File: src/hw/tcid_pkg.sv
// Constants for the trace capability identification registers
`default_nettype none
package tcid_pkg;
	localparam int REG_W = 64;
	// System register encodings (op0, op1, CRn, CRm, op2)
	localparam logic [1:0] OP0_TRACE = 2'h2;
	localparam logic [2:0] OP1_TRACE = 3'h1;
	localparam logic [3:0] CRN_ID = 4'h0;
	localparam logic [3:0] CRM_RSV13 = 4'h5;
	localparam logic [2:0] OP2_RSV13 = 3'h6;
	localparam logic [3:0] CRM_CAP0 = 4'h8;
	localparam logic [2:0] OP2_CAP0 = 3'h7;
	// Privilege levels and trap class
	localparam logic [1:0] LVL_USER = 2'h0;
	localparam logic [1:0] LVL_KERN = 2'h1;
	localparam logic [1:0] LVL_HYP = 2'h2;
	localparam logic [1:0] LVL_MON = 2'h3;
	localparam logic [5:0] TRAP_CLASS = 6'h18;
	// Reserved register value; field values of the main capability register
	localparam logic [0:0] TXN_START_KIND = 1'h0;
	localparam logic [0:0] COMMIT_MODE = 1'h1;
	localparam logic [4:0] TS_WIDTH_CODE = 5'h08;
	localparam logic [1:0] Q_SUPPORT = 2'h0;
	localparam logic [0:0] Q_FILTER = 1'h0;
	localparam logic [1:0] EVENT_COUNT = 2'h3;
	localparam logic [0:0] RET_STACK = 1'h1;
	localparam logic [0:0] CYC_COUNT = 1'h1;
	localparam logic [0:0] COND_TRACE = 1'h0;
	localparam logic [0:0] BR_BCAST = 1'h1;
	localparam logic [1:0] DATA_TRACE = 2'h0;
	localparam logic [1:0] LS_RETIRE = 2'h0;
	localparam logic [0:0] RES_ONE = 1'h1;
	localparam logic [63:0] RSV13_VALUE = 64'h0;
	localparam logic [63:0] CAP0_VALUE = {33'h0, TXN_START_KIND, COMMIT_MODE,
		TS_WIDTH_CODE, 7'h00, Q_SUPPORT, Q_FILTER, 2'h0, EVENT_COUNT, RET_STACK,
		1'h0, CYC_COUNT, COND_TRACE, BR_BCAST, DATA_TRACE, LS_RETIRE, RES_ONE};
	// Field positions of the main capability register
	localparam int TOP_RSV_LO = 31;
	localparam int TXN_START_POS = 30;
	localparam int COMMIT_MODE_POS = 29;
	localparam int TS_WIDTH_HI = 28;
	localparam int TS_WIDTH_LO = 24;
	localparam int MID_RSV_HI = 23;
	localparam int MID_RSV_LO = 17;
	localparam int Q_SUPPORT_HI = 16;
	localparam int Q_SUPPORT_LO = 15;
	localparam int Q_FILTER_POS = 14;
	localparam int LOW_RSV_HI = 13;
	localparam int LOW_RSV_LO = 12;
	localparam int EVENT_COUNT_HI = 11;
	localparam int EVENT_COUNT_LO = 10;
	localparam int RET_STACK_POS = 9;
	localparam int GAP_RSV_POS = 8;
	localparam int CYC_COUNT_POS = 7;
	localparam int COND_TRACE_POS = 6;
	localparam int BR_BCAST_POS = 5;
	localparam int DATA_TRACE_HI = 4;
	localparam int DATA_TRACE_LO = 3;
	localparam int LS_RETIRE_HI = 2;
	localparam int LS_RETIRE_LO = 1;
	localparam int RES_ONE_POS = 0;
endpackage
`default_nettype wire

File: src/hw/tcid_regs.sv
// Trace capability ID registers with privilege checked reads
//Contract
//- Least privileged level reads are undefined
//- Level one trap bit traps to level one
//- Hypervisor trace trap bit traps to hypervisor
//- Fine grained ID trap traps to hypervisor
//- Monitor level traps on monitor bit
//- Hypervisor level: own bit, then monitor
//- Reserved register reads all zeros
//- Both registers 64 bits, always present
//- Reserved fields zero, bit zero one
//- Bit 30 reads zero
//- Bit 29 reads one
//- Timestamp code reads 64-bit global
//- No Q support or filtering
//- Event count field reads all ones
//- Return stack bit reads one
//- Cycle counting bit reads one
//- Branch broadcast bit reads one
//- Conditional, data, load/store fields zero
`default_nettype none
module tcid_regs (
	input wire logic mclk,
	input wire logic rst,
	input wire logic rd_req,
	input wire logic [1:0] rd_op0,
	input wire logic [2:0] rd_op1,
	input wire logic [3:0] rd_crn,
	input wire logic [3:0] rd_crm,
	input wire logic [2:0] rd_op2,
	input wire logic [1:0] current_privilege_level,
	input wire logic hyp_level_enabled,
	input wire logic lvl1_trace_trap_bit,
	input wire logic hyp_trace_trap_bit,
	input wire logic monitor_trace_trap_bit,
	input wire logic fine_grain_trap_enable,
	input wire logic hyp_id_read_fine_trap,
	output logic rd_done,
	output logic rd_hit,
	output logic [63:0] rd_data,
	output logic rd_undef,
	output logic rd_trap,
	output logic [1:0] trap_level,
	output logic [5:0] trap_class
);
	wire logic sel_rsv = rd_op0 == tcid_pkg::OP0_TRACE && rd_op1 == tcid_pkg::OP1_TRACE
		&& rd_crn == tcid_pkg::CRN_ID && rd_crm == tcid_pkg::CRM_RSV13
		&& rd_op2 == tcid_pkg::OP2_RSV13;
	wire logic sel_cap = rd_op0 == tcid_pkg::OP0_TRACE && rd_op1 == tcid_pkg::OP1_TRACE
		&& rd_crn == tcid_pkg::CRN_ID && rd_crm == tcid_pkg::CRM_CAP0
		&& rd_op2 == tcid_pkg::OP2_CAP0;
	wire logic hit = rd_req && (sel_rsv || sel_cap);
	wire logic is_user = current_privilege_level == tcid_pkg::LVL_USER;
	wire logic is_kern = current_privilege_level == tcid_pkg::LVL_KERN;
	wire logic is_hyp = current_privilege_level == tcid_pkg::LVL_HYP;
	wire logic is_mon = current_privilege_level == tcid_pkg::LVL_MON;
	wire logic k_t1 = is_kern && lvl1_trace_trap_bit;
	wire logic k_t2a = is_kern && !k_t1 && hyp_level_enabled && hyp_trace_trap_bit;
	wire logic k_t2b = is_kern && !k_t1 && !k_t2a && hyp_level_enabled
		&& fine_grain_trap_enable && hyp_id_read_fine_trap;
	wire logic k_t3 = is_kern && !k_t1 && !k_t2a && !k_t2b && monitor_trace_trap_bit;
	wire logic h_t2 = is_hyp && hyp_trace_trap_bit;
	wire logic h_t3 = is_hyp && !hyp_trace_trap_bit && monitor_trace_trap_bit;
	wire logic m_t3 = is_mon && monitor_trace_trap_bit;
	wire logic to_l1 = k_t1;
	wire logic to_l2 = k_t2a || k_t2b || h_t2;
	wire logic to_l3 = k_t3 || h_t3 || m_t3;
	wire logic any_trap = to_l1 || to_l2 || to_l3;
	wire logic [1:0] lvl_d = to_l1 ? tcid_pkg::LVL_KERN
		: to_l2 ? tcid_pkg::LVL_HYP : tcid_pkg::LVL_MON;
	wire logic [63:0] val_sel = sel_cap ? tcid_pkg::CAP0_VALUE : tcid_pkg::RSV13_VALUE;
	wire logic undef_d = hit && is_user;
	wire logic ok_d = hit && !is_user && !any_trap;
	// Successful reads of each register
	wire logic cap_ok = ok_d && sel_cap;
	wire logic rsv_ok = ok_d && sel_rsv;

	always_ff @(posedge mclk) begin
		if (rst) begin
			rd_done <= 1'b0;
			rd_hit <= 1'b0;
			rd_data <= 64'h0;
			rd_undef <= 1'b0;
			rd_trap <= 1'b0;
			trap_level <= 2'h0;
			trap_class <= 6'h00;
		end else begin
			rd_done <= rd_req;
			rd_hit <= hit;
			rd_data <= ok_d ? val_sel : 64'h0;
			rd_undef <= undef_d;
			rd_trap <= hit && !is_user && any_trap;
			trap_level <= (hit && !is_user && any_trap) ? lvl_d : 2'h0;
			trap_class <= (hit && !is_user && any_trap) ? tcid_pkg::TRAP_CLASS : 6'h00;
		end
	end

	// Assertions
	// user read undefined
	user_undef_a: assert property (@(posedge mclk) disable iff (rst)
		hit && is_user |=> rd_undef && !rd_trap && rd_data == '0)
		else $error("user read not undefined");

	user_class_a: assert property (@(posedge mclk) disable iff (rst)
		hit && is_user |=> trap_level == '0 && trap_class == '0)
		else $error("user read reports a trap");

	undef_excl_a: assert property (@(posedge mclk) disable iff (rst)
		rd_undef |-> !rd_trap && rd_hit && rd_data == '0)
		else $error("undefined read carries data");

	kern_l1_a: assert property (@(posedge mclk) disable iff (rst)
		hit && is_kern && lvl1_trace_trap_bit |=> rd_trap && trap_level == tcid_pkg::LVL_KERN
		&& trap_class == tcid_pkg::TRAP_CLASS)
		else $error("level one trap missing");

	kern_l1_first_a: assert property (@(posedge mclk) disable iff (rst)
		hit && is_kern && lvl1_trace_trap_bit && hyp_level_enabled && hyp_trace_trap_bit
		|=> trap_level == tcid_pkg::LVL_KERN)
		else $error("level one trap lost priority");

	trap_class_a: assert property (@(posedge mclk) disable iff (rst)
		rd_trap |-> trap_class == tcid_pkg::TRAP_CLASS)
		else $error("trap class wrong");

	no_trap_class_a: assert property (@(posedge mclk) disable iff (rst)
		!rd_trap |-> trap_class == '0 && trap_level == '0)
		else $error("trap fields set without trap");

	kern_hyp_a: assert property (@(posedge mclk) disable iff (rst)
		hit && is_kern && !lvl1_trace_trap_bit && hyp_level_enabled && hyp_trace_trap_bit
		|=> rd_trap && trap_level == tcid_pkg::LVL_HYP)
		else $error("hypervisor trap missing");

	hyp_gate_a: assert property (@(posedge mclk) disable iff (rst)
		hit && is_kern && !lvl1_trace_trap_bit && !hyp_level_enabled
		&& !monitor_trace_trap_bit |=> !rd_trap)
		else $error("trap taken with hypervisor off");

	fine_trap_a: assert property (@(posedge mclk) disable iff (rst)
		hit && is_kern && !lvl1_trace_trap_bit && hyp_level_enabled
		&& fine_grain_trap_enable && hyp_id_read_fine_trap |=> rd_trap
		&& trap_level == tcid_pkg::LVL_HYP)
		else $error("fine grained trap missing");

	fine_gate_a: assert property (@(posedge mclk) disable iff (rst)
		hit && is_kern && !lvl1_trace_trap_bit && hyp_level_enabled && !hyp_trace_trap_bit
		&& !fine_grain_trap_enable && !monitor_trace_trap_bit |=> !rd_trap)
		else $error("fine trap taken while disabled");

	kern_mon_a: assert property (@(posedge mclk) disable iff (rst)
		hit && is_kern && !lvl1_trace_trap_bit && !(hyp_level_enabled && (hyp_trace_trap_bit
		|| fine_grain_trap_enable && hyp_id_read_fine_trap)) && monitor_trace_trap_bit
		|=> rd_trap && trap_level == tcid_pkg::LVL_MON)
		else $error("kernel monitor trap missing");

	kern_ok_a: assert property (@(posedge mclk) disable iff (rst)
		hit && is_kern && !lvl1_trace_trap_bit && !(hyp_level_enabled && (hyp_trace_trap_bit
		|| fine_grain_trap_enable && hyp_id_read_fine_trap)) && !monitor_trace_trap_bit
		|=> !rd_trap && !rd_undef && rd_hit)
		else $error("kernel read refused");

	mon_trap_a: assert property (@(posedge mclk) disable iff (rst)
		hit && is_mon |=> rd_trap == $past(monitor_trace_trap_bit)
		&& (rd_trap ? trap_level == tcid_pkg::LVL_MON : rd_data == $past(val_sel)))
		else $error("monitor level read wrong");

	mon_ok_a: assert property (@(posedge mclk) disable iff (rst)
		hit && is_mon && !monitor_trace_trap_bit |=> !rd_trap && !rd_undef)
		else $error("monitor read refused");

	hyp_own_a: assert property (@(posedge mclk) disable iff (rst)
		hit && is_hyp && hyp_trace_trap_bit |=> rd_trap && trap_level == tcid_pkg::LVL_HYP)
		else $error("hypervisor own trap missing");

	hyp_order_a: assert property (@(posedge mclk) disable iff (rst)
		hit && is_hyp && !hyp_trace_trap_bit && monitor_trace_trap_bit
		|=> rd_trap && trap_level == tcid_pkg::LVL_MON)
		else $error("hypervisor priority wrong");

	hyp_ok_a: assert property (@(posedge mclk) disable iff (rst)
		hit && is_hyp && !hyp_trace_trap_bit && !monitor_trace_trap_bit |=> !rd_trap && !rd_undef)
		else $error("hypervisor read refused");

	trap_data_a: assert property (@(posedge mclk) disable iff (rst)
		rd_trap |-> rd_data == '0 && rd_hit && !rd_undef)
		else $error("trapped read carries data");

	rsv_zero_a: assert property (@(posedge mclk) disable iff (rst)
		rd_done && !rd_trap && !rd_undef && $past(sel_rsv) |-> rd_data == '0)
		else $error("reserved register not zero");

	rsv_hit_a: assert property (@(posedge mclk) disable iff (rst)
		hit && sel_rsv |=> rd_hit && rd_done)
		else $error("reserved register not decoded");

	rsv_read_a: assert property (@(posedge mclk) disable iff (rst)
		rsv_ok |=> rd_data == '0 && !rd_trap && !rd_undef)
		else $error("reserved read wrong");

	both_present_a: assert property (@(posedge mclk) disable iff (rst)
		rd_req && (sel_rsv || sel_cap) |=> rd_hit)
		else $error("register missing");

	cap_value_a: assert property (@(posedge mclk) disable iff (rst)
		cap_ok |=> rd_data == 64'h0000_0000_2800_0EA1)
		else $error("capability value wrong");

	top_rsv_a: assert property (@(posedge mclk) disable iff (rst)
		cap_ok |=> rd_data[tcid_pkg::REG_W-1:tcid_pkg::TOP_RSV_LO] == '0)
		else $error("upper reserved bits set");

	mid_rsv_a: assert property (@(posedge mclk) disable iff (rst)
		cap_ok |=> rd_data[tcid_pkg::MID_RSV_HI:tcid_pkg::MID_RSV_LO] == '0)
		else $error("middle reserved bits set");

	low_rsv_a: assert property (@(posedge mclk) disable iff (rst)
		cap_ok |=> rd_data[tcid_pkg::LOW_RSV_HI:tcid_pkg::LOW_RSV_LO] == '0)
		else $error("lower reserved bits set");

	gap_rsv_a: assert property (@(posedge mclk) disable iff (rst)
		cap_ok |=> rd_data[tcid_pkg::GAP_RSV_POS] == '0)
		else $error("single reserved bit set");

	one_bit_a: assert property (@(posedge mclk) disable iff (rst)
		cap_ok |=> rd_data[tcid_pkg::RES_ONE_POS] == tcid_pkg::RES_ONE)
		else $error("reserved one bit clear");

	txn_kind_a: assert property (@(posedge mclk) disable iff (rst)
		cap_ok |=> rd_data[tcid_pkg::TXN_START_POS] == tcid_pkg::TXN_START_KIND)
		else $error("transaction start kind wrong");

	commit_mode_a: assert property (@(posedge mclk) disable iff (rst)
		cap_ok |=> rd_data[tcid_pkg::COMMIT_MODE_POS] == tcid_pkg::COMMIT_MODE)
		else $error("commit mode wrong");

	ts_width_a: assert property (@(posedge mclk) disable iff (rst)
		cap_ok |=> rd_data[tcid_pkg::TS_WIDTH_HI:tcid_pkg::TS_WIDTH_LO] == tcid_pkg::TS_WIDTH_CODE)
		else $error("timestamp width code wrong");

	q_support_a: assert property (@(posedge mclk) disable iff (rst)
		cap_ok |=> rd_data[tcid_pkg::Q_SUPPORT_HI:tcid_pkg::Q_SUPPORT_LO] == tcid_pkg::Q_SUPPORT)
		else $error("Q support field wrong");

	q_filter_a: assert property (@(posedge mclk) disable iff (rst)
		cap_ok |=> rd_data[tcid_pkg::Q_FILTER_POS] == tcid_pkg::Q_FILTER)
		else $error("Q filter field wrong");

	event_count_a: assert property (@(posedge mclk) disable iff (rst)
		cap_ok |=> rd_data[tcid_pkg::EVENT_COUNT_HI:tcid_pkg::EVENT_COUNT_LO] == tcid_pkg::EVENT_COUNT)
		else $error("event count wrong");

	ret_stack_a: assert property (@(posedge mclk) disable iff (rst)
		cap_ok |=> rd_data[tcid_pkg::RET_STACK_POS] == tcid_pkg::RET_STACK)
		else $error("return stack bit wrong");

	cyc_count_a: assert property (@(posedge mclk) disable iff (rst)
		cap_ok |=> rd_data[tcid_pkg::CYC_COUNT_POS] == tcid_pkg::CYC_COUNT)
		else $error("cycle counting bit wrong");

	br_bcast_a: assert property (@(posedge mclk) disable iff (rst)
		cap_ok |=> rd_data[tcid_pkg::BR_BCAST_POS] == tcid_pkg::BR_BCAST)
		else $error("branch broadcast bit wrong");

	cond_trace_a: assert property (@(posedge mclk) disable iff (rst)
		cap_ok |=> rd_data[tcid_pkg::COND_TRACE_POS] == tcid_pkg::COND_TRACE)
		else $error("conditional trace bit wrong");

	data_trace_a: assert property (@(posedge mclk) disable iff (rst)
		cap_ok |=> rd_data[tcid_pkg::DATA_TRACE_HI:tcid_pkg::DATA_TRACE_LO] == tcid_pkg::DATA_TRACE)
		else $error("data trace field wrong");

	ls_retire_a: assert property (@(posedge mclk) disable iff (rst)
		cap_ok |=> rd_data[tcid_pkg::LS_RETIRE_HI:tcid_pkg::LS_RETIRE_LO] == tcid_pkg::LS_RETIRE)
		else $error("load store field wrong");

	done_next_a: assert property (@(posedge mclk) disable iff (rst)
		rd_req |=> rd_done)
		else $error("read not answered");

	idle_quiet_a: assert property (@(posedge mclk) disable iff (rst)
		!rd_req |=> !rd_done && !rd_hit && rd_data == '0 && !rd_trap && !rd_undef
		&& trap_level == '0)
		else $error("outputs active while idle");

	cap_repeat_a: assert property (@(posedge mclk) disable iff (rst)
		cap_ok ##1 cap_ok |=> rd_data == $past(rd_data))
		else $error("capability value changed");

	miss_a: assert property (@(posedge mclk) disable iff (rst)
		rd_req && !sel_rsv && !sel_cap |=> rd_done && !rd_hit && rd_data == '0
		&& !rd_trap && !rd_undef)
		else $error("unmatched encoding answered");
endmodule
`default_nettype wire

File: config.mk
export PLATFORM = sky130hd
export DESIGN_NAME = tcid_regs
export DESIGN_NICKNAME = d
export VERILOG_FILES = /design/src/hw/tcid_pkg.sv /design/src/hw/tcid_regs.sv
export SDC_FILE = /design/constraint.sdc
export NUM_CORES = 1
export LEC_CHECK = 0
export ABC_AREA = 1
export BUFFER_PORTS_ARGS = -buffer_cell sky130_fd_sc_hd__buf_2
export CORE_UTILIZATION = 30
export CTS_CLUSTER_DIAMETER = 30
export CTS_CLUSTER_SIZE = 8
export DETAILED_ROUTE_END_ITERATION = 8
export MAX_ROUTING_LAYER = met4
export PLACE_DENSITY = 0.72
export SLEW_MARGIN = 10
export SYNTH_ARGS = -nofsm -noshare
export SYNTH_HDL_FRONTEND = slang
export SYNTH_SLANG_ARGS = --single-unit
File: constraint.sdc
create_clock -name mclk -period 1.25 [get_ports mclk]
set_input_delay 0.0625 -clock mclk [delete_from_list [all_inputs] [get_ports mclk]]
set_output_delay 0.0625 -clock mclk [all_outputs]
set_load 0.02 [all_outputs]
# Yosys cells after proc, flatten, opt, wreduce, memory -nomap -nowiden
# Cells that the tools add are included.
word_totals:
  inputBits: 27
  ff_bits: 76
  output_inout_bits: 76
  elab_cells: 66
op_classes:
  n_reduce_logical: 43
  bitwise_logic: 2
  n_eq_ne: 9
  muxes: 4
op_table:
  columns: ["op", "n"]
  rows:
  - ["$mux 30", 1]
  - ["$logic_and 1x1->1", 25]
  - ["$logic_or 1x1->1", 7]
  - ["$eq 2x2->1 const B", 3]
  - ["$eq 3x3->1 const B", 2]
  - ["$logic_not 1->1", 6]
  - ["$mux 5", 1]
  - ["$eq 4x3->1 const B", 1]
  - ["$eq 4x4->1 const B", 1]
  - ["$logic_not 4->1", 1]
  - ["$reduce_or 2->1", 2]
  - ["$eq 3x1->1 const B", 1]
  - ["$reduce_or 3->1", 1]
  - ["$eq 2x1->1 const B", 1]
  - ["$logic_not 2->1", 1]
  - ["$mux 1", 2]
  - ["$not 1->1", 2]

# Logic depth before layout (Yosys ltp)
logic_depth:
  word_depth: 21
  depth_mapped: 9
  mapped_depth_nobuf: 9

# Least setup slack after synthesis
# No wires, ideal clock.
synth_path:
  path_kind: "flip-flop to output port"
  startpoint: "register, netlist name rd_data[27]"
  endpoint: "output rd_data[10]"
  slack_ns: 0.467
  path_buffers: 1
  t_required_ns: 1.188
  path_stages_with_launch: 2
  arrival_time_ns: 0.721
  cell_sequence: "dfxtp_1 buf_4"
synth_rtl:
  columns: ["element", "line", "text"]
  rows:
  - ["end, declared", "tcid_regs.sv:40", "output logic [63:0] rd_data,"]

==> flow_metrics.py <==
metrics = {
    "outcome": {
        "status": "finished with violations",
        "violations": "design-rule violations",
    },
    "cts": {
        "post_cts_resize_count": 0,
        "cts_setup_buffers": 0,
        "clkSinkCount": 7,
        "htree_levels": 1,
        "clockRootBuffer": "clkbuf_4",
        "cts.path.max_buffers": 2,
        "cts_hold_buf": 0,
        "clkTransAtPathRegs_ns": 0.05,
        "cts_tree": "yes",
        "cts_buffers": 3,
    },
    "timing": {
        "finalMaxSlewViolations": 0,
        "setup_ws_ns": 0.348,
        "rsz0062_at_grt": "no",
        "fmax_ghz": 1.11,
        "finalSetupViolCount": 0,
        "hold_viol_final": 0,
        "fin_crit_ns": 0.902,
        "period_share": 0.721,
        "tns_ns": 0,
    },
    "critical_path": {
        "cp_slowest_stage_delay_ns": 0.40,
        "crit_type": "reg -> out",
        "worstPathCellList": "buf_2",
        "cp.buffers_inverters": 1,
        "endpoint_kind": "output port",
        "critical-path-top-delay-family": "flip-flops",
        "worst-path-max-fanout": 8,
        "cp-start-kind": "flop",
        "cp.arrival_ns": 0.84,
        "critPathSlowestCell": "dfxtp_1",
        "required_ns": 1.19,
    },
    "global_route": {
        "grt_remaining_overflow": 0,
        "grt_antenna_before_repair": 0,
        "grt_pass1_wl_mm": 1.46,
        "grt_pass1_vias": 419,
        "grt_max_degree": 9,
        "grtUsageTotal": 0.0582,
    },
    "detailed_routing": {
        "viasPerCell": 3.17,
        "wl_per_cell_um": 5.36,
        "num_vias": 663,
        "drtPass1Iterations": 8,
        "drt_first_iter_violations": 22,
        "wirelength_mm": 1.12,
        "final_antenna_net_count": 0,
        "drc": 5,
    },
    "placed_design": {
        "dpl.hpwl_mm": 1.07,
        "portBuffers": 42,
        "gp_congestion": 0.646,
        "place_ws_ns": 0.276,
    },
    "logic_synthesis": {
        "yosysUniqueCellTypes": 12,
        "syn_avg_cell_area_um2": 6.57,
        "syn_area_um2": 933,
        "netlist_instances": 142,
        "synth_seq_area_share": 0.150,
        "yosysWarnings": 0,
        "ys_ff_latch": 7,
    },
    "floorplanning": {
        "core_area_um2": 2850,
        "die_h_um": 57.8,
        "start_util": 0.327,
        "die_w_um": 57.8,
        "io_pins": 103,
        "row_count": 19,
        "dieArea_um2": 3340,
    },
    "cells_and_area": {
        "drive_gt1_frac": 0.298,
        "fin_nets": 206,
        "antenna_cells": 0,
        "syn_to_final_growth_pct": -2.28,
        "fin_util": 0.320,
    },
    "worst_hold_path": {
        "hold_class": "in -> reg",
    },
    "pwr": {
        "peakVddDrop_mv": 0.196,
        "p_per_area_nw_per_um2": 735,
        "p_total_mw": 0.671,
        "power_leakage_nw": 0.674,
    },
    "flow_run": {
        "maxCapViolations": 0,
    },
}
## per-stage QoR
stage               instances  instance area, um^2  hold slack [ns]
floorplan                 201                 1150            0.139
global route              209                  912           0.0497
CTS                       209                  912           0.0231
global placement          205                  886            0.275
finish                    209                  912           0.0252
detailed placement        205                  886            0.278
## placed cells by master (no fill, tap or decap)
master and instances:
buf_2 42, dfxtp_1 7, nor2_2 3, clkbuf_4 3, nor2_1 11, nand2_2 3, inv_1 18, nand2_1 24
conb_1 60, nand3_1 3, nor3_1 1, nor2_4 1, inv_2 1, clkbuf_1 1
## power by group
part	switching (mW)	internal, mW	total (mW)	leakage, nW
Clock	0.0742	0.121	0.195	0.0150
Combinational	0.204	0.0456	0.250	0.602
Sequential	0.000261	0.225	0.226	0.0566
Total	0.278	0.392	0.671	0.674
## per-layer routing
layer	wire (um)	vias up	track usage	part of all wire
li1	-	353	-	-
met1	364	260	0.0489	0.32
met2	613	48	0.116	0.55
met5	0	-	-	0
met3	126	2	0.00670	0.11
met4	17	0	0.0408	0.015
## worst paths after layout
| kind | from | to | slack, ns | cells past startpoint |
|---|---|---|---|---|
| max | rd_data[27] | rd_data[0] | 0.35 | 1 |
| min | rd_req | rd_done | 0.03 | 3 |
## logic make-up (layout without fill, tap and decap cells)
kind of cell           Yosys count  count (layout)  share of synthesized area
buffers and inverters           88              65                      0.631
flip-flops                       7               7                      0.150
other                            1              60                    0.00402
AND/OR/NAND/NOR                 46              46                      0.214
## synth_stat cells (all sizes together)
library cell / instances / area (um^2)
buf: 69 / 518
nand3: 3 / 15.0
conb: 1 / 3.75
nand2: 27 / 109
nor2: 15 / 71.3
dfxtp: 7 / 140
inv: 19 / 71.3
nor3: 1 / 5.00
## flip-flops by register name, indices dropped and copies added, names as in the netlist
name	cells
rd_data	1
rd_done	1
rd_hit	1
rd_undef	1
trap_class	1
trap_level	2
## area by class of cell
type	instances	area, um^2
Tap cell	31	38.8
Timing Repair Buffer	42	210
Sequential cell	7	140
Inverter	19	71.3
Fill cell	314	1940
Multi-Input combinational cell	106	425
Clock buffer	4	26.3
Power figures use the tool's default switching activity.
